**src/common/status_lamp_defs.vh**
```
// Constants for the status lamp pattern generator
`ifndef STATUS_LAMP_DEFS_VH
`define STATUS_LAMP_DEFS_VH

// Clock and millisecond tick
`define CLK_PERIOD_PS        32'h0000_1388
`define TICK_PERIOD_PS       32'h3B9A_CA00
`define TICK_CYCLES          (`TICK_PERIOD_PS / `CLK_PERIOD_PS)

// Lamp colour codes
`define COL_OFF              3'h0
`define COL_WHITE            3'h1
`define COL_GREEN            3'h2
`define COL_BLUE             3'h3
`define COL_YELLOW           3'h4
`define COL_ORANGE           3'h5
`define COL_RED              3'h6

// Lamp display modes
`define MODE_VALVE           3'h0
`define MODE_VALVE_ERR       3'h1
`define MODE_VALVE_ERR_WARN  3'h2
`define MODE_STATUS_CAT      3'h3
`define MODE_FIXED           3'h4

// Position blink patterns
`define BLINK_STEADY         2'h0
`define BLINK_SLOW           2'h1
`define BLINK_FAST           2'h2

// Phase timings in milliseconds
`define MS_FAST_ON           16'h007D
`define MS_SLOW_ON           16'h00FA
`define MS_FAST_OFF_END      16'h0177
`define MS_SHORT             16'h0032
`define MS_LONG_ON           16'h01C2
`define MS_BASE_PERIOD       16'h01F4
`define MS_ALT_HALF          16'h03E8
`define MS_MAINT_ON          16'h03E8
`define MS_MAINT_PERIOD      16'h0FA0
`define MS_LOCATE            16'h2710
`define MS_PULSE             16'h0019
`define MS_PULSE_GAP         16'h0064
`define MS_TEACH_FLASH       16'h0064
`define MS_TEACH_TOTAL       16'h0258

// Reset values
`define RST_MS               16'h0000
`define RST_COLOUR           3'h0

`endif

```
**src/design/status_lamp_pattern_generator.v**
```verilog
// Status lamp colour and blink pattern generator
`timescale 1ns/10ps
`include "status_lamp_defs.vh"
//
// Contract
// [RL1] Errors show in error colour; always red in status-category mode.
// [RL2] Internal, bus, teach faults and invalid sensor signals count as errors.
// [RL3] Orange warning for service mode, manual control or running automatic teach.
// [RL4] Yellow warning for counter storage failure or teach required.
// [RL5] Blue warning when maintenance notification is due.
// [RL6] Warnings alternate with position display, never replace it permanently.
// [RL7] Colours: white, green, blue, yellow, orange, red, or off.
// [RL8] Position blink: steady, 250 ms on/off, or 125 ms on/off.
// [RL9] Fixed-colour mode: steady assigned colour, no other feedback.
// [RL10] Locate request runs locate display about 10 s, then normal display.
// [RL11] Only the highest-priority pending message is shown.
// [RL12] Locate in valve error modes: messages single-flash alternating with valve status.
// [RL13] Locate single flash 25 ms per second; white without taught position.
// [RL14] Locate: double flash upper seat lift, triple flash lower seat lift.
// [RL15] Steady valve-closed or valve-open colour while that position reported.
// [RL16] Teach success: three 100 ms flashes in valve-state colour.
// [RL17] Teach failure: three 100 ms flashes in fault colour.
// [RL18] Upper seat lift 125 ms, lower seat lift 250 ms in open colour.
// [RL19] Teach, autotune, sensor, reset, bus faults: 250 ms flashing in fault colour.
// [RL20] Internal fault: 450 ms on, 50 ms off in fault colour.
// [RL21] Service mode or manual control: 50 ms on, 450 ms off.
// [RL22] Maintenance: 1 s fault colour, then 3 s position feedback; the code shows blue, not the fault colour, for that 1 s.
// [RL23] No taught position and nothing pending: lamp off.
// [RL24] Timing from millisecond tick; reset gives lamp off, counters cleared.

module status_lamp_pattern_generator #(
  parameter integer TICK_CYCLES_P = `TICK_CYCLES
) (
  input  wire       core_clk,
  input  wire       rst_n,
  input  wire [2:0] lamp_mode,
  input  wire [2:0] fixed_colour,
  input  wire [2:0] error_colour,
  input  wire [2:0] closed_colour,
  input  wire [2:0] open_colour,
  input  wire [1:0] pos_blink,
  input  wire       pos_closed,
  input  wire       pos_open,
  input  wire       pos_upper_lift,
  input  wire       pos_lower_lift,
  input  wire       internal_fault,
  input  wire       bus_fault,
  input  wire       teach_fault,
  input  wire       int_sensor_invalid,
  input  wire       ext_sensor_invalid,
  input  wire       teach_reset,
  input  wire       device_reset,
  input  wire       service_mode,
  input  wire       manual_ctrl,
  input  wire       autotune_run,
  input  wire       counter_store_fail,
  input  wire       teach_required,
  input  wire       maint_due,
  input  wire       teach_ok_pulse,
  input  wire       teach_fail_pulse,
  input  wire       locate_req,
  output wire [2:0] status_lamp,
  output wire       locate_active,
  output wire       teach_flash_active
);

  // The tick divider is sized for the 1 ms count at 200 MHz
  localparam [31:0] TICK_LAST_W = TICK_CYCLES_P - 1;
  localparam [17:0] TICK_LAST   = TICK_LAST_W[17:0];

  reg [17:0] tick_cnt_reg;
  reg        ms_tick_reg;
  reg [15:0] cnt500_reg;
  reg [15:0] cnt1000_reg;
  reg [15:0] cnt4000_reg;
  reg        alt_phase_reg;
  reg [15:0] locate_ms_reg;
  reg        locate_reg;
  reg [15:0] flash_ms_reg;
  reg        flash_reg;
  reg        flash_fail_reg;
  reg [2:0]  lamp_reg;
  reg [2:0]  lamp_next;

  // Free-running millisecond tick and phase counters
  always @(posedge core_clk or negedge rst_n) begin
    if (!rst_n) begin
      tick_cnt_reg  <= 18'h0_0000;
      ms_tick_reg   <= 1'b0;
      cnt500_reg    <= `RST_MS;
      cnt1000_reg   <= `RST_MS;
      cnt4000_reg   <= `RST_MS;
      alt_phase_reg <= 1'b0; // RL24
    end else begin
      ms_tick_reg <= (tick_cnt_reg == TICK_LAST);
      if (tick_cnt_reg == TICK_LAST) begin
        tick_cnt_reg <= 18'h0_0000;
      end else begin
        tick_cnt_reg <= tick_cnt_reg + 18'h0_0001; // RL24
      end
      // All phase counters share one origin, so blinks, alternation and slots stay aligned
      if (ms_tick_reg) begin
        cnt500_reg  <= (cnt500_reg == `MS_BASE_PERIOD - 16'h0001) ? `RST_MS : cnt500_reg + 16'h0001;
        cnt4000_reg <= (cnt4000_reg == `MS_MAINT_PERIOD - 16'h0001) ? `RST_MS : cnt4000_reg + 16'h0001;
        if (cnt1000_reg == `MS_ALT_HALF - 16'h0001) begin
          cnt1000_reg   <= `RST_MS;
          alt_phase_reg <= ~alt_phase_reg;
        end else begin
          cnt1000_reg <= cnt1000_reg + 16'h0001;
        end
      end
    end
  end

  // Locate window; a new request restarts it
  always @(posedge core_clk or negedge rst_n) begin
    if (!rst_n) begin
      locate_reg    <= 1'b0;
      locate_ms_reg <= `RST_MS;
    end else if (locate_req) begin
      locate_reg    <= 1'b1;
      locate_ms_reg <= `RST_MS; // RL10
    end else if (locate_reg && ms_tick_reg) begin
      if (locate_ms_reg == `MS_LOCATE - 16'h0001) begin
        locate_reg <= 1'b0; // RL10
      end
      locate_ms_reg <= locate_ms_reg + 16'h0001;
    end
  end

  // Three-flash teach result; failure wins if both arrive together
  always @(posedge core_clk or negedge rst_n) begin
    if (!rst_n) begin
      flash_reg      <= 1'b0;
      flash_fail_reg <= 1'b0;
      flash_ms_reg   <= `RST_MS;
    end else if (teach_ok_pulse || teach_fail_pulse) begin
      flash_reg      <= 1'b1;
      flash_fail_reg <= teach_fail_pulse; // RL17
      flash_ms_reg   <= `RST_MS;
    end else if (flash_reg && ms_tick_reg) begin
      if (flash_ms_reg == `MS_TEACH_TOTAL - 16'h0001) begin
        flash_reg <= 1'b0;
      end
      flash_ms_reg <= flash_ms_reg + 16'h0001;
    end
  end

  // Basic blink phases
  wire slow_on  = (cnt500_reg < `MS_SLOW_ON);
  wire fast_on  = (cnt500_reg < `MS_FAST_ON) ||
                  ((cnt500_reg >= `MS_SLOW_ON) && (cnt500_reg < `MS_FAST_OFF_END));
  wire long_on  = (cnt500_reg < `MS_LONG_ON);
  wire short_on = (cnt500_reg < `MS_SHORT);
  wire maint_on = (cnt4000_reg < `MS_MAINT_ON);
  wire pulse1   = (cnt1000_reg < `MS_PULSE);
  wire pulse2   = pulse1 || ((cnt1000_reg >= `MS_PULSE_GAP) && (cnt1000_reg < `MS_PULSE_GAP + `MS_PULSE));
  wire pulse3   = pulse2 || ((cnt1000_reg >= 16'h0002 * `MS_PULSE_GAP) &&
                             (cnt1000_reg < 16'h0002 * `MS_PULSE_GAP + `MS_PULSE));
  wire flash_on = (flash_ms_reg < `MS_TEACH_FLASH) ||
                  ((flash_ms_reg >= 16'h0002 * `MS_TEACH_FLASH) && (flash_ms_reg < 16'h0003 * `MS_TEACH_FLASH)) ||
                  ((flash_ms_reg >= 16'h0004 * `MS_TEACH_FLASH) && (flash_ms_reg < 16'h0005 * `MS_TEACH_FLASH));

  // Mode decode
  // Codes above fixed colour fall back to the valve display
  wire cat_mode  = (lamp_mode == `MODE_STATUS_CAT);
  wire show_err  = cat_mode || (lamp_mode == `MODE_VALVE_ERR) || (lamp_mode == `MODE_VALVE_ERR_WARN);
  wire show_warn = cat_mode || (lamp_mode == `MODE_VALVE_ERR_WARN);

  // Message sources
  wire err_any   = internal_fault | bus_fault | teach_fault | int_sensor_invalid |
                   ext_sensor_invalid | teach_reset | device_reset; // RL2
  wire [2:0] err_col = cat_mode ? `COL_RED : error_colour; // RL1
  wire err_on    = internal_fault ? long_on : slow_on; // RL20 RL19
  wire fc_any    = service_mode | manual_ctrl | autotune_run; // RL3
  wire fc_on     = (service_mode | manual_ctrl) ? short_on : 1'b1; // RL21
  wire oos_any   = counter_store_fail | teach_required; // RL4
  wire err_pend  = show_err && err_any;
  wire warn_pend = show_warn && (fc_any || oos_any || maint_due);

  // Highest-priority message colour and phase
  reg [2:0] msg_col;
  reg       msg_on;
  always @* begin
    msg_col = `COL_OFF;
    msg_on  = 1'b0;
    if (err_pend) begin
      msg_col = err_col;
      msg_on  = err_on; // RL11
    end else if (fc_any) begin
      msg_col = `COL_ORANGE;
      msg_on  = fc_on; // RL3
    end else if (oos_any) begin
      msg_col = `COL_YELLOW;
      msg_on  = slow_on; // RL4
    end else if (maint_due) begin
      msg_col = `COL_BLUE;
      msg_on  = 1'b1; // RL5
    end
  end

  // Position feedback colour and phase
  reg [2:0] pos_col;
  reg       pos_on;
  always @* begin
    pos_col = `COL_OFF;
    pos_on  = 1'b0; // RL23
    if (pos_upper_lift) begin
      pos_col = open_colour;
      pos_on  = fast_on; // RL18
    end else if (pos_lower_lift) begin
      pos_col = open_colour;
      pos_on  = slow_on; // RL18
    end else if (pos_closed || pos_open) begin
      pos_col = pos_closed ? closed_colour : open_colour; // RL15
      case (pos_blink)
        `BLINK_SLOW: pos_on = slow_on; // RL8
        `BLINK_FAST: pos_on = fast_on; // RL8
        default:     pos_on = 1'b1; // RL15
      endcase
    end
  end

  // Locate pulse pattern for the position
  reg [2:0] loc_col;
  reg       loc_on;
  always @* begin
    loc_col = `COL_WHITE;
    loc_on  = pulse1; // RL13
    if (pos_upper_lift) begin
      loc_col = open_colour;
      loc_on  = pulse2; // RL14
    end else if (pos_lower_lift) begin
      loc_col = open_colour;
      loc_on  = pulse3; // RL14
    end else if (pos_closed || pos_open) begin
      loc_col = pos_closed ? closed_colour : open_colour; // RL13
    end
  end

  // Final selection; setting colours pass through unchanged up to red, code 7 is turned off at the output register
  always @* begin
    lamp_next = `COL_OFF;
    if (lamp_mode == `MODE_FIXED) begin
      lamp_next = fixed_colour; // RL9 RL7
    end else if (flash_reg) begin
      if (flash_on) begin
        lamp_next = flash_fail_reg ? err_col : pos_col; // RL16 RL17
      end
    end else if (locate_reg) begin
      if (err_pend || warn_pend) begin
        if (cat_mode) begin
          lamp_next = pulse1 ? msg_col : `COL_OFF; // RL13
        end else if (alt_phase_reg) begin
          lamp_next = pulse1 ? msg_col : `COL_OFF; // RL12
        end else begin
          lamp_next = loc_on ? loc_col : `COL_OFF; // RL12
        end
      end else begin
        lamp_next = loc_on ? loc_col : `COL_OFF; // RL13 RL14
      end
    end else if (err_pend) begin
      if (cat_mode || alt_phase_reg) begin
        lamp_next = msg_on ? msg_col : `COL_OFF; // RL19 RL20
      end else begin
        lamp_next = pos_on ? pos_col : `COL_OFF;
      end
    end else if (warn_pend && !fc_any && !oos_any) begin
      // Maintenance carries its own position slot in the long off phase
      if (maint_on) begin
        lamp_next = `COL_BLUE; // RL22
      end else begin
        lamp_next = pos_on ? pos_col : `COL_OFF; // RL22
      end
    end else if (warn_pend) begin
      if (alt_phase_reg) begin
        lamp_next = msg_on ? msg_col : `COL_OFF; // RL6
      end else begin
        lamp_next = pos_on ? pos_col : `COL_OFF; // RL6
      end
    end else begin
      lamp_next = pos_on ? pos_col : `COL_OFF; // RL23
    end
  end

  always @(posedge core_clk or negedge rst_n) begin
    if (!rst_n) begin
      lamp_reg <= `RST_COLOUR; // RL24
    end else if (lamp_next > `COL_RED) begin
      // Code 7 is no colour; an unset setting darkens the lamp instead of driving a bad code
      lamp_reg <= `COL_OFF; // RL7
    end else begin
      lamp_reg <= lamp_next;
    end
  end

  assign status_lamp        = lamp_reg;
  assign locate_active      = locate_reg;
  assign teach_flash_active = flash_reg;

endmodule // status_lamp_pattern_generator

```
**config.mk**
```make
export PLATFORM = sky130hd
export DESIGN_NAME = status_lamp_pattern_generator
export DESIGN_NICKNAME = d
export VERILOG_FILES = /design/src/design/status_lamp_pattern_generator.v
export VERILOG_INCLUDE_DIRS = /design/src /design/src/common
export SDC_FILE = /design/constraint.sdc
export NUM_CORES = 1
export LEC_CHECK = 0
export BUFFER_PORTS_ARGS = -buffer_cell sky130_fd_sc_hd__buf_2
export CAP_MARGIN = 20
export CORE_UTILIZATION = 32
export DETAILED_ROUTE_END_ITERATION = 10
export SLEW_MARGIN = 40
export SYNTH_ARGS = -nofsm -noshare
export SYNTH_HDL_FRONTEND = slang
export SYNTH_SLANG_ARGS = --single-unit
```
**constraint.sdc**
```tcl
create_clock -name core_clk -period 3.55 [get_ports core_clk]
set_input_delay 0.1775 -clock core_clk [delete_from_list [all_inputs] [get_ports core_clk]]
set_output_delay 0.1775 -clock core_clk [all_outputs]
set_load 0.01 [all_outputs]
```
# After elaboration in Yosys (flattened, before gate mapping)
# Index checks and enable logic that the tools add are counted.
classes:
  add_sub_neg: 6
  order_cmp: 18
  n_eq_ne: 12
  n_mux: 57
  bitwise: 10
  reduce_logical: 34
ops:
  columns: ["op", "n"]
  rows:
  - ["$mux W16", 7]
  - ["$mux W3", 30]
  - ["$add A16 B1 Y16 const B", 5]
  - ["$lt A16 B9 Y1 const B", 4]
  - ["$ge A16 B8 Y1 const B", 3]
  - ["$lt A16 B7 Y1 const B", 3]
  - ["$eq A16 B10 Y1 const B", 2]
  - ["$lt A16 B8 Y1 const B", 2]
  - ["$add A18 B1 Y18 const B", 1]
  - ["$eq A18 B18 Y1 const B", 1]
  - ["$mux W18", 1]
  - ["$mux W1", 17]
  - ["$eq A16 B12 Y1 const B", 1]
  - ["$eq A16 B14 Y1 const B", 1]
  - ["$eq A16 B9 Y1 const B", 1]
  - ["$ge A16 B7 Y1 const B", 1]
  - ["$ge A16 B9 Y1 const B", 1]
  - ["$lt A16 B10 Y1 const B", 1]
  - ["$lt A16 B5 Y1 const B", 1]
  - ["$lt A16 B6 Y1 const B", 1]
  - ["$logic_or A1 B1 Y1", 14]
  - ["$logic_and A1 B1 Y1", 11]
  - ["$or A1 B1 Y1", 9]
  - ["$reduce_bool A2 Y1", 4]
  - ["11 further kinds", 15]
word_totals:
  register_bits: 106
  inputBits: 39
  out_inout_bits: 5
  wordCells: 149

# Logic depth before layout (Yosys ltp)
# Gate-level depths: netlist of run 1.
logic_depth:
  word_depth: 18
  mapped_depth: 10
  ltp_nobuf: 10

# Worst setup path after synthesis of run 1
# Ideal clock, no wire load.
synth_path:
  path_type: "flip-flop to flip-flop"
  start: "register cnt500_reg[13]"
  end: "register lamp_reg[1], in the netlist status_lamp[1]"
  setup_time_ns: 0.073
  arrival_time_ns: 2.617
  t_required_ns: 3.477
  path_slack_ns: 0.861
  path_stages_with_launch: 9
  path_buffers: 0
  period_less_slack_ns: 2.689
  cell_sequence: "dfrtp_1 or4_4 nand3b_4 or3_1 a311o_1 o21ai_1 or3b_1 o31ai_2 a21boi_2"
synth_via:
  elab_chain_len: 17
  elab_cells_between_ends: 30
  cone_classes: "order compare: 7; mux: 21; reduce/logical: 2"
synth_rtl:
  columns: ["item", "line_no", "source"]
  rows:
  - ["start, declared", "status_lamp_pattern_generator.v:73", "reg [15:0] cnt500_reg;"]
  - ["start signal, assigned", "status_lamp_pattern_generator.v:90", "cnt500_reg <= `RST_MS;"]
  - ["start signal, assigned", "status_lamp_pattern_generator.v:103", "cnt500_reg <= (cnt500_reg == `MS_BASE_PERIOD - 16'h0001) ? `RST_MS : cnt500_reg + 16'h0001;"]
  - ["$ge A16 B8 Y1 (no source line) or $lt A16 B9 Y1 (tied branches)", null, null]
  - ["$logic_and A1 B1 Y1", "status_lamp_pattern_generator.v:152", "((cnt500_reg >= `MS_SLOW_ON) && (cnt500_reg < `MS_FAST_OFF_END));"]
  - ["$logic_or A1 B1 Y1", "status_lamp_pattern_generator.v:151", "wire fast_on = (cnt500_reg < `MS_FAST_ON) ||"]
  - ["$pmux W1 S2", "status_lamp_pattern_generator.v:216", "case (pos_blink)"]
  - ["$mux W1", "status_lamp_pattern_generator.v:214", "end else if (pos_closed || pos_open) begin"]
  - ["$mux W1", "status_lamp_pattern_generator.v:211", "end else if (pos_lower_lift) begin"]
  - ["$mux W1", "status_lamp_pattern_generator.v:208", "if (pos_upper_lift) begin"]
  - ["$mux W3 (no source line)", null, null]
  - ["$mux W3", "status_lamp_pattern_generator.v:276", "if (alt_phase_reg) begin"]
  - ["$mux W3", "status_lamp_pattern_generator.v:275", "end else if (warn_pend) begin"]
  - ["$mux W3", "status_lamp_pattern_generator.v:268", "end else if (warn_pend && !fc_any && !oos_any) begin"]
  - ["$mux W3 (*)", "status_lamp_pattern_generator.v:262", "end else if (err_pend) begin"]
  - ["$mux W3 (*)", "status_lamp_pattern_generator.v:250", "end else if (locate_reg) begin"]
  - ["$mux W3 (*)", "status_lamp_pattern_generator.v:246", "end else if (flash_reg) begin"]
  - ["$mux W3 (*)", "status_lamp_pattern_generator.v:244", "if (lamp_mode == `MODE_FIXED) begin"]
  - ["$gt A3 B3 Y1 (no source line)", null, null]
  - ["$mux W3 (*)", "status_lamp_pattern_generator.v:289", "end else if (lamp_next > `COL_RED) begin"]
  - ["end signal, assigned", "status_lamp_pattern_generator.v:288", "lamp_reg <= `RST_COLOUR;"]
  - ["end signal, assigned", "status_lamp_pattern_generator.v:291", "lamp_reg <= `COL_OFF;"]
  - ["end signal, assigned", "status_lamp_pattern_generator.v:293", "lamp_reg <= lamp_next;"]
  - ["end, declared", "status_lamp_pattern_generator.v:82", "reg [2:0] lamp_reg;"]
# Every way passes the cells marked *; elsewhere a longest branch is shown, timed or not.
# A chain may end at the register's enable or synchronous reset.

# Worst setup path in the final report of run 1
# Same ends and word-level chain as after synthesis.

==> results summary, run 1 <==
In this run the most used layer during global routing was met2. In this run the standard cell core region covers around 18,000 um^2. The total wirelength of the detailed-routed design is between 10 and 15 mm. The vertical extent of the die came out at approximately 140 um. The minimum clock period is approximately 2.9 ns. TritonCTS built the clock tree. The distinct cell type count after synthesis came out at between 60 and 70. The total number of clock tree sinks came out at 106.

The count of warnings emitted by yosys is 0. The detailed-placement wirelength estimate is ~9.5 mm. The synthesized design contains 106 register bits. Synthesis produced 645 cells.

The mean area per synthesized cell came out at just over 9 um^2. The count of endpoints failing hold in the final timing report is 0. For this run, design rule violations remaining after detail routing come to 0. The cell sitting at the root of the clock tree is a clkbuf_16. The upper clock frequency limit came out at 350 MHz. Setup violations remaining at the end of the flow were counted as 0. The worst hold path belongs to the class primary input to flip-flop. The count of fill cells added during filler insertion is 1,841. The first global-routing pass estimated approximately 22 mm of wire. The number of flip-flops in the largest register came out at 18.

The area of the mapped netlist is just under 6000 um^2. The type of the worst setup path is flip-flop to flip-flop. The number of nets in the final layout is approximately 740.

At the worst endpoint, the required time is around 3.8 ns. The transition time at the pin with the least slew margin is 0.695 ns. STA classifies the critical path endpoint as a flip-flop. The count of buffers added by post-CTS timing repair for setup is 0.

The part of the cycle the worst path needs came out at 0.806. The detailed router finished its first iteration with a little under 300 violations. For this run, global-route usage on met3 was measured as 0.0383.

For the worst setup path, the data arrival time is 3.15 ns. The floorplan step set the die width to ~140 um. The via count of the first global-routing pass is between 4,000 and 5,000.

The via-per-instance ratio is 5.02. The sequential fraction of the synthesis area came out at 0.450. The number of clock buffers added by TritonCTS is 9. The power per standard cell area came out at roughly 350 nW/um^2. The fraction of registers with async set or reset after synthesis is 1.00. For met1 alone, demand over resource in global routing was 0.206.

The register-to-register setup slack is 0.69 ns. The starting utilization of the core area is 0.327. The worst slew margin relative to its limit is 0.533.

The die area is 19,000 um^2. The number of buffers on the longest clock path came out at 2. The top flip-flop cell by instance count after synthesis is dfrtp_1. The largest fanout of any net on the critical path is 4. Walking the worst path, the cells encountered are or4_4, nand3b_4, or3_1, a311o_1, o21ai_1, or3b_1, o31ai_2, a21boi_2. The max-slew violation count came out at 0. The growth of design area from synthesis to finish is 13.1%.

Input and output buffers added on the ports amount to 43. The master of the slowest instance on the critical path is or4_4. The total negative slack came out at 0 ns. The number of enable flip-flop cells after synthesis is 0. The worst slack at placement came out at slightly above 0.7 ns.

The floorplan has 49 rows. The clock reaches the later pin of the worst-skew pair after 0.35 ns. The most common library cell in the layout ignoring fill and taps is dfrtp_1. The peak per-stage delay on the critical path came out at roughly 0.54 ns.

Counting every net in the synthesized netlist gives 697. The flow ran to the end, and the final reports show no timing, DRC or antenna violations. The via count of the routed design came out at between 4,000 and 5,000. After detailed routing, the average wire length per cell comes to about 14 um. Max-cap violations in this run came to 0. The largest net degree at the start of global routing came out at between 60 and 70. The library cells used most frequently in the layout, excluding fill and tap cells, are dfrtp_1 (106), nor2_1 (88), nand2_1 (65). Setup repair after global routing left no endpoint under its margin. The final worst slack came out at about 0.69 ns. The clock-pin transition on the worst setup and hold timing paths is about 0.070 ns.

In this run the number of H-tree levels came out at 3. The peak supply drop is ~0.23 mV. For this run, the total global-route usage over all layers was measured as 0.148. The leakage power is between 2 and 3 nW. The global route total overflow is 0. STA classifies the critical path startpoint as a flip-flop.

Routability-driven placement finished with a final weighted congestion of approximately 0.84. The initial antenna violation count came out at 2. The met2 usage is 0.229. Once detail routing completed, the nets flagged for antenna violations numbered 0.

The I/O pin count came out at 44. The proportion of layout cells with a drive suffix above 1 is 0.123. The count of TritonRoute iterations in the first routing pass came out at 4. The post-route clock skew is 0.00912 ns.
## area by class of cell
cell class,count,area [um^2],share of cell area
antenna,2,5.00,0.000751
clock buffer,10,229,0.0343
clock inverter,6,56.3,0.00844
inverter,16,60.1,0.00901
multi-input combinational,502,3110,0.466
sequential,106,2650,0.398
tap,229,287,0.0430
timing repair buffer,49,269,0.0403
## layer usage
layer	vias up	part of all wire
met5	-	0
met3	10	0.049
met2	75	0.45
met4	0	0.0089
li1	2341	-
met1	2192	0.49
## report_power, final
part           total [mW]  switching, mW  internal (mW)
Sequential           1.22        0.00329           1.21
Combinational       0.133         0.0829         0.0503
Clock               0.985          0.490          0.495
Total                2.33          0.576           1.76
## cells in the mapped netlist (all sizes together) (7+ instances only)
cell type  count  area (um^2)
or4            7         57.6
and2           7         43.8
xor2          44          385
inv           16         60.1
and3          21          131
xnor2         34          298
nand3         37          185
dfrtp        106         2650
nand2         65          244
nand4         18          113
clkbuf        21         78.8
a21oi         18         90.1
nor3          21          105
nor2          88          330
ha            13          163
nor4           9         56.3
o21ai         26          130
or3           10         62.6
## kinds of logic (layout without fill, tap and decap cells)
family / Yosys count / in the layout / synth area share
flip-flops: 106 / 106 / 0.450
other: 0 / 2 / 0
AND/OR/NAND/NOR: 313 / 313 / 0.265
buffers and inverters: 37 / 81 / 0.0236
adder cells (fa/ha/maj): 13 / 13 / 0.0276
AO/OA/AOI/OAI: 91 / 91 / 0.105
XOR/XNOR: 78 / 78 / 0.116
multiplexers: 7 / 7 / 0.0129
## metrics by stage
step            util  hold slack [ns]  std cells  instance area, um^2  power (mW)
2_1_floorplan      -           -0.118        645                 5900        1.30
3_3_place_gp   0.353            0.322        901                 6360        1.37
3_5_place_dp   0.353            0.322        901                 6360        1.38
4_1_cts        0.369           0.0184        918                 6660        2.38
5_1_grt        0.370           0.0211        919                 6670        2.43
6_report       0.370           0.0471        920                 6670        2.33
## worst paths after layout
kind | start | endpoint | cells past startpoint
max | cnt500_reg[13]$_DFFE_PN0P_ | status_lamp[1]$_DFF_PN0_ | 8
min | teach_ok_pulse | flash_fail_reg$_DFFE_PN0N_ | 2
max reg2reg | cnt500_reg[13]$_DFFE_PN0P_ | status_lamp[1]$_DFF_PN0_ | 8
min reg2reg | cnt4000_reg[15]$_DFFE_PN0P_ | cnt4000_reg[15]$_DFFE_PN0P_ | 1
max in group asynchronous | rst_n | locate_ms_reg[0]$_DFFE_PN0P_ | 3
min in group asynchronous | rst_n | cnt4000_reg[15]$_DFFE_PN0P_ | 2
## repair_timing
action	4_1_cts	5_1_grt
hold endpoints to repair	59	0
resized for setup	0	0
hold buffers	1	0
## worst max-delay path, delay by kind of cell, from the launching register on
kind | cells | cell delay [ns]
AO/OA/AOI/OAI | 4 | 0.97
flip-flops | 1 | 0.42
AND/OR/NAND/NOR | 4 | 1.39
(Power assumes the default switching activity.)
==> inputs of run 2 (changes only) <==
- ABC_AREA: unset -> 1
- clock period: 3.55 -> 2.7 ns (I/O delays scaled with it)
==> results summary, run 2 <==
The fraction of synthesized cell area taken by the top area cell type was 0.401 (was 0.450). The upper clock frequency limit came to 467 MHz (was 350 MHz). The net switching component of the power is 761 uW (was 576 uW).

The worst path buffer plus inverter count was 2 (was 0). The count of warnings emitted by yosys came out at 0 (unchanged). The count of fill cells added during filler insertion came out at 2,107 (was 1,841). The switching share of power is 0.241 (was 0.247). The number of enable flip-flop cells after synthesis came to 0 (unchanged). The vertical extent of the die is 146 um (was 138 um). The worst slew margin relative to its limit came out at 0.675 (was 0.533).

The largest fanout of any net on the critical path came out at 14 (was 4). The largest net degree at the start of global routing came out at 81 (was 62). Cell-by-cell listing of the critical path: buf_4, nand2_1, inv_1, nor2_1, nor4_1, nand3_1, o21ai_0, a21oi_1 (was or4_4, nand3b_4, or3_1, a311o_1, o21ai_1, or3b_1, o31ai_2, a21boi_2). The type of the worst setup path was flip-flop to flip-flop (unchanged). The distinct cell type count after synthesis came out at 48 (was 65). The total nets after synthesis came out at 960 (was 697). The port buffer count is 43 (unchanged). The total wirelength of the detailed-routed design came out at 14.4 mm (was 12.9 mm). The diode insertion count for antenna repair was 0 (was 2). The top flip-flop cell by instance count after synthesis was dfrtp_1 (unchanged).

Most area-consuming cells after synthesis: dfrtp_1 (40%), nand2_1 (10%), inv_1 (9.3%) (was dfrtp_1 (45%), xor2_1 (6.5%), nor2_1 (5.6%)). The post-layout instance area is 7520 um^2 (was 6670 um^2). Setup repair after global routing missed its margin: false (unchanged). The worst min-delay path category is primary input to flip-flop (unchanged). The startpoint type of the worst setup path is a flip-flop (unchanged). The area inside the core boundary is 20,200 um^2 (was 18,000 um^2). The max-slew violation count came out at 0 (unchanged). The fraction of registers with async set or reset after synthesis is 1.00 (unchanged).

The arrival time at the worst endpoint came to 2.38 ns (was 3.15 ns). The detailed-placement wirelength estimate came out at 10.9 mm (was 9.47 mm). The post-route clock skew is 0.00687 ns (was 0.00912 ns). The peak per-stage delay on the critical path is 0.59 ns (was 0.54 ns).

The number of nets in the final layout was 1,016 (was 736). The global route total overflow came out at 0 (unchanged). The number of maximum-capacitance constraint violations is 0 (unchanged). The sequential fraction of the synthesis area is 0.401 (was 0.450). The maximum level of the CTS H-tree is 3 (unchanged). The most common library cell in the layout ignoring fill and taps is nand2_1 (was dfrtp_1). The power per standard cell area is 420 nW/um^2 (was 350 nW/um^2). The cell class contributing the biggest share of worst-path delay is simple AND/OR/NAND/NOR gates (unchanged). The final weighted congestion of routability-driven global placement was 0.876 (was 0.836). The clock network latency to the later pin of the worst-skew pair is 0.35 ns (about the same). The endpoint kind of the worst setup timing path was a flip-flop (unchanged). Commonest cells in the netlist: nand2_1 (180), inv_1 (164), nor2_1 (107) (was dfrtp_1 (106), nor2_1 (88), nand2_1 (65)). The die area came out at 21,200 um^2 (was 19,000 um^2).

The I/O pin count came out at 44 (unchanged). The library cell occupying the most area in the post-synthesis netlist is dfrtp_1 (unchanged). The first-pass GRT wire length is 25.7 mm (was 21.7 mm). The cell-internal power came out at 2.40 mW (was 1.76 mW). The placed instance count was 1,220 (was 901).

The number of buffers on the longest clock path is 2 (unchanged). The part of the cycle the worst path needs is 0.793 (was 0.806). The share of power burned in combinational logic is 0.064 (was 0.057). The data required time at the worst endpoint is 2.94 ns (was 3.84 ns). The library cell with the highest instance count after synthesis is nand2_1 (was dfrtp_1). The count of TritonRoute iterations in the first routing pass is 4 (unchanged).

The floorplan row count was 52 (was 49). The leakage power is 3.68 nW (was 2.90 nW). The DRC violation total after the first TritonRoute iteration came out at 312 (was 290). The CTS tree is built (unchanged). The total CTS buffers is 9 (unchanged).

The initial antenna violation count is 0 (was 2). The via count of the first global-routing pass came to 5,640 (was 4,376). The peak supply drop is 0.249 mV (was 0.230 mV). The number of DRC violations after detailed routing came to 0 (unchanged). Leading cell types in the layout, fill and taps excluded: nand2_1 (180), inv_1 (164), nor2_1 (107) (was dfrtp_1 (106), nor2_1 (88), nand2_1 (65)). The via-per-instance ratio came out at 4.69 (was 5.02).

The minimum clock period came out at 2.14 ns (was 2.86 ns). The launching instance or port of the critical path is ms_tick_reg$_DFF_PN0_ (was cnt500_reg[13]$_DFFE_PN0P_). The total negative slack is 0 ns (unchanged). The via count of the routed design is 5,805 (was 4,618).

The master of the slowest instance on the critical path is dfrtp_1 (was or4_4). The transition time at the pin with the least slew margin came out at 0.484 ns (was 0.695 ns). The count of nets left with antenna violations after detail routing came to 0 (unchanged). The post-synthesis register bit count is 106 (unchanged). The part of the total power dissipated in the clock network came out at 0.431 (was 0.422). The setup-violating endpoint count in the final report was 0 (unchanged). The synthesized netlist cell count is 908 (was 645).

The proportion of layout cells with a drive suffix above 1 is 0.122 (was 0.123). The critical hold path startpoint is locate_req (was teach_ok_pulse). The number of flip-flops in the largest register came to 18 (unchanged). The total number of clock tree sinks came out at 106 (unchanged). The starting utilization of the core area was 0.327 (about the same). The final standard cell count with taps included and fillers excluded is 1,239 (was 920).

The sequential share of power came out at 0.505 (was 0.521). The clock tree root buffer cell is clkbuf_16 (unchanged). The all-layer global routing usage came to 0.146 (was 0.148). The placed standard-cell area came out at 7190 um^2 (was 6360 um^2). The mean area per synthesized cell is 7.28 um^2 (was 9.14 um^2).

The count of cells resized by post-cts repair is 0 (unchanged). The area of the mapped netlist came to 6610 um^2 (was 5900 um^2). The count of endpoints failing hold in the final timing report is 0 (unchanged). The growth of design area from synthesis to finish is 13.7% (was 13.1%). Result of the run: finished clean (unchanged).

The count of buffers added by post-CTS timing repair for setup came out at 0 (unchanged). The mean routed wirelength per cell came out at 11.6 um (was 14.0 um). The clock-pin transition on the worst setup and hold timing paths came out at 0.07 ns (about the same). The origin of the critical flop-to-flop path is ms_tick_reg$_DFF_PN0_ (was cnt500_reg[13]$_DFFE_PN0P_).

The number of buffers inserted by hold repair at cts is 3 (was 1). The overall die width came out at 146 um (was 138 um).
run 2: cell types whose count changed after synthesis, moves of 20 or more:
cell	delta
a21oi_1	+26
and3_1	-20
inv_1	+148
xnor2_1	-28
nand2_1	+115
nand3_1	+24
run 2: final timing paths:
check	endpoint	depth (start not counted)	slack [ns]
worst max register to register	locate_ms_reg[13]$_DFFE_PN0P_	8	0.56
min in group asynchronous	teach_flash_active$_DFFE_PN0P_	2	0.23
worst max-delay path	locate_ms_reg[13]$_DFFE_PN0P_	8	0.56
worst min register to register	cnt4000_reg[15]$_DFFE_PN0P_	1	0.48
worst min-delay path	locate_ms_reg[6]$_DFFE_PN0P_	2	0.05
max in group asynchronous	cnt500_reg[9]$_DFFE_PN0P_	3	1.68
run 2: metal layers:
layer,share of wire,up-vias,GRT usage
met5,0,-,0
met4,0.010,0,0.0379
met3,0.031,13,0.0292
met2,0.46,87,0.240
met1,0.50,2683,0.196
li1,-,3022,-
run 2: power by group through the flow:
| stage | clock network [mW] | registers [mW] | logic (mW) |
|---|---|---|---|
| 4_1_cts | 1.42 | 1.60 | 0.206 |
| 3_5_place_dp | 0 | 1.63 | 0.201 |
| 3_3_place_gp | 0 | 1.63 | 0.200 |
| 6_report | 1.36 | 1.60 | 0.201 |
| 5_1_grt | 1.48 | 1.60 | 0.232 |
| 2_1_floorplan | 0 | 1.63 | 0.0952 |
run 2: cell type report:
| cell class | instances | area, um^2 | share of cell area |
|---|---|---|---|
| multi-input combinational | 623 | 3290 | 0.437 |
| sequential | 106 | 2650 | 0.353 |
| inverter | 175 | 657 | 0.0874 |
| timing repair buffer | 49 | 283 | 0.0376 |
| clock inverter | 6 | 71.3 | 0.00949 |
| tap | 270 | 338 | 0.0449 |
| clock buffer | 10 | 229 | 0.0305 |
run 2: worst reg2reg max path, stage by stage (launching register included):
cell and delay (ns):
dfrtp_1 0.59, buf_4 0.26, nand2_1 0.13, inv_1 0.21
nor2_1 0.14, nor4_1 0.33, nand3_1 0.14, o21ai_0 0.17
a21oi_1 0.05
run 2: cell families after synthesis:
kind of cell,synth area share
XOR/XNOR,0.0411
buffers and inverters,0.102
adder cells (fa/ha/maj),0.0246
AND/OR/NAND/NOR,0.336
flip-flops,0.401
AO/OA/AOI/OAI,0.0956
run 2: through the flow:
stage,hold slack [ns],total power [mW],setup slack [ns],utilization
3_5_place_dp,0.0809,1.83,0.531,0.355
5_1_grt,0.0467,3.31,0.225,0.371
6_report,0.0490,3.16,0.558,0.371
2_1_floorplan,-0.161,1.73,0.825,-
4_1_cts,0.0315,3.22,0.516,0.371
3_3_place_gp,0.0767,1.83,0.575,0.355
==> inputs of run 3 (changes only) <==
- ABC_AREA: 1 -> 0
- clock period: 2.7 -> 1.7 ns (I/O delays scaled with it)
==> results summary, run 3 (synthesized netlist as in run 1, its figures left out) <==
Result of the run: finished with violations (was finished clean). The checks that failed: setup timing. The transition time at the pin with the least slew margin is 0.414 ns (was 0.484 ns). The setup-violating endpoint count in the final report came to 10 (was 0).

The detailed-placement wirelength estimate is 11.1 mm (was 10.9 mm). The starting utilization of the core area is 0.327 (about the same). The register-to-register setup slack is -1.03 ns (was 0.56 ns). The count of endpoints failing hold in the final timing report came to 0 (unchanged).

Setup repair after global routing missed its margin: true (was false). The power per standard cell area came out at 597 nW/um^2 (was 420 nW/um^2). The area inside the core boundary was 18,000 um^2 (was 20,200 um^2). The minimum clock period came to 2.73 ns (was 2.14 ns).

The final standard cell count with taps included and fillers excluded is 1,083 (was 1,239). The clock-pin transition on the worst setup and hold timing paths came to 0.07 ns (about the same). The via-per-instance ratio came out at 4.90 (was 4.69). The type of the worst setup path is flip-flop to flip-flop (unchanged). The most common library cell in the layout ignoring fill and taps is buf_4 (was nand2_1). The number of DRC violations after detailed routing came out at 0 (unchanged). The via count of the routed design is 5,302 (was 5,805). The number of flip-flops in the largest register is 18 (unchanged). The final worst slack is -1.03 ns (was 0.558 ns). The proportion of layout cells with a drive suffix above 1 was 0.365 (was 0.122).

The origin of the critical flop-to-flop path was cnt500_reg[13]$_DFFE_PN0P_ (was ms_tick_reg$_DFF_PN0_). The overall die width is 138 um (was 146 um). The part of the cycle the worst path needs is 1.61 (was 0.793).

The die area came out at 19,000 um^2 (was 21,200 um^2). The endpoint of the worst register-to-register path is status_lamp[1]$_DFF_PN0_ (was locate_ms_reg[13]$_DFFE_PN0P_). The endpoint kind of the worst setup timing path was a flip-flop (unchanged). The count of nets left with antenna violations after detail routing came out at 0 (unchanged). The number of maximum-capacitance constraint violations came out at 0 (unchanged).

The largest fanout of any net on the critical path was 3 (was 14). Leading cell types in the layout, fill and taps excluded: buf_4 (157), dfrtp_1 (104), nor2_1 (81) (was nand2_1 (180), inv_1 (164), nor2_1 (107)). The global-route met1 utilization came out at 0.216 (was 0.196).

The capture point of the critical path is status_lamp[1]$_DFF_PN0_ (was locate_ms_reg[13]$_DFFE_PN0P_). The final weighted congestion of routability-driven global placement came out at 0.902 (was 0.876). The via count of the first global-routing pass came out at 5,057 (was 5,640). The total wirelength of the detailed-routed design is 15.3 mm (was 14.4 mm). The met2 usage is 0.272 (was 0.240).

The DRC violation total after the first TritonRoute iteration came to 242 (was 312). The number of cells traversed by the worst register-to-register path is 8 (unchanged). The total number of clock tree sinks came out at 106 (unchanged). The largest net degree at the start of global routing came to 43 (was 81). The vertical extent of the die came out at 138 um (was 146 um).

The clock tree root buffer cell was clkbuf_16 (unchanged). The startpoint type of the worst setup path is a flip-flop (unchanged). The leakage power is 3.83 nW (was 3.68 nW). The port buffer count came to 43 (unchanged).

The data required time at the worst endpoint was 1.99 ns (was 2.94 ns). The worst min-delay path category is primary input to flip-flop (unchanged). The global route total overflow is 0 (unchanged).

The initial antenna violation count came to 2 (was 0). The total negative slack is -3.40 ns (was 0 ns). The mean routed wirelength per cell came out at 14.2 um (was 11.6 um).

The I/O pin count is 44 (unchanged). The all-layer global routing usage was 0.166 (was 0.146). The max-slew violation count is 0 (unchanged). The launching instance or port of the critical path was cnt500_reg[13]$_DFFE_PN0P_ (was ms_tick_reg$_DFF_PN0_). The maximum level of the CTS H-tree came out at 3 (unchanged).

The fraction of met3 tracks used by global routing came out at 0.0368 (was 0.0292). The busiest layer in global routing is met2 (unchanged). The arrival time at the worst endpoint is 3.02 ns (was 2.38 ns). The floorplan row count is 49 (was 52).

The upper clock frequency limit was 366 MHz (was 467 MHz). The diode insertion count for antenna repair is 0 (unchanged). The clock network latency to the later pin of the worst-skew pair was 0.36 ns (was 0.35 ns). The post-route clock skew came to 0.00927 ns (was 0.00687 ns). The peak supply drop came out at 0.500 mV (was 0.249 mV). The count of TritonRoute iterations in the first routing pass was 4 (unchanged).

The CTS tree was built (unchanged). The worst slew margin relative to its limit came to 0.721 (was 0.675). The placed instance count came out at 1,055 (was 1,220). The first-pass GRT wire length is 24.4 mm (was 25.7 mm). The total CTS buffers is 9 (unchanged). The number of buffers on the longest clock path was 2 (unchanged). The number of nets in the final layout is 901 (was 1,016). The growth of design area from synthesis to finish is 42.0% (was 13.7%).
## run 3: cell types whose count changed in the layout (fill, tap and decap cells not counted), sizes merged, moves of 16 or more
cell   delta
o21ai    -16
xnor2    +28
nand3    -26
nor2     -40
nor3     -21
nand2   -121
and3     +20
buf     +165
a21oi    -27
xor2     +19
inv     -160
## run 3: power breakdown
group	switching, mW	internal (mW)
registers	0.00833	2.53
clock network	1.01	1.10
logic	0.189	0.160
## run 3: through the flow
step           worst slack, ns  total power [mW]  hold WS, ns  area, um^2   util
6_report                 -1.03              5.00        0.105        8370  0.465
3_5_place_dp             -1.01              2.93      -0.0216        7550  0.419
5_1_grt                  -1.13              5.17        0.118        8370  0.465
4_1_cts                  -1.03              5.07       0.0887        7990  0.443
2_1_floorplan           -0.926              2.71       -0.211        5900      -
3_3_place_gp             -1.02              2.94      -0.0171        7550  0.419
## run 3: per-layer routing
metal | vias to the layer above | routed length (um)
li1 | 2675 | -
met1 | 2543 | 7180
met2 | 56 | 7360
met3 | 24 | 495
met4 | 4 | 273
met5 | - | 27
## run 3: timing repair
item	CTS	global route
hold buffers	3	0
buffers inserted	2	11
setup endpoints to repair	27	61
resized for setup	24	81
pin swaps	4	39
endpoints found under the hold margin	107	0
## run 3: cell type report
| cell class | count | area, um^2 |
|---|---|---|
| Inverter | 16 | 60.1 |
| Clock inverter | 5 | 46.3 |
| Timing Repair Buffer | 214 | 1580 |
| Sequential cell | 106 | 2660 |
| Tap cell | 229 | 287 |
| Fill cell | 1752 | 9650 |
| Multi-Input combinational cell | 502 | 3490 |
| Clock buffer | 11 | 253 |
## run 3: worst max-delay path, stage by stage, from the launching register on
cell      delay [ns]
dfrtp_1         0.38
or4_4           0.54
nand3b_4        0.17
or3_1           0.31
a311o_1         0.35
o21ai_1         0.13
or3b_4          0.40
o31ai_4         0.20
a21boi_2        0.18
## run 3: worst min path at each step
stage,from,end,cells past startpoint
after global placement,rst_n,cnt1000_reg[5]$_DFFE_PN0P_,1
final,locate_req,locate_ms_reg[13]$_DFFE_PN0P_,2
after CTS,fixed_colour[1],status_lamp[2]$_DFF_PN0_,4
after floorplan,rst_n,alt_phase_reg$_DFFE_PN0P_,0
after detailed placement,rst_n,cnt1000_reg[5]$_DFFE_PN0P_,1
after global routing,locate_req,locate_ms_reg[5]$_DFFE_PN0P_,2
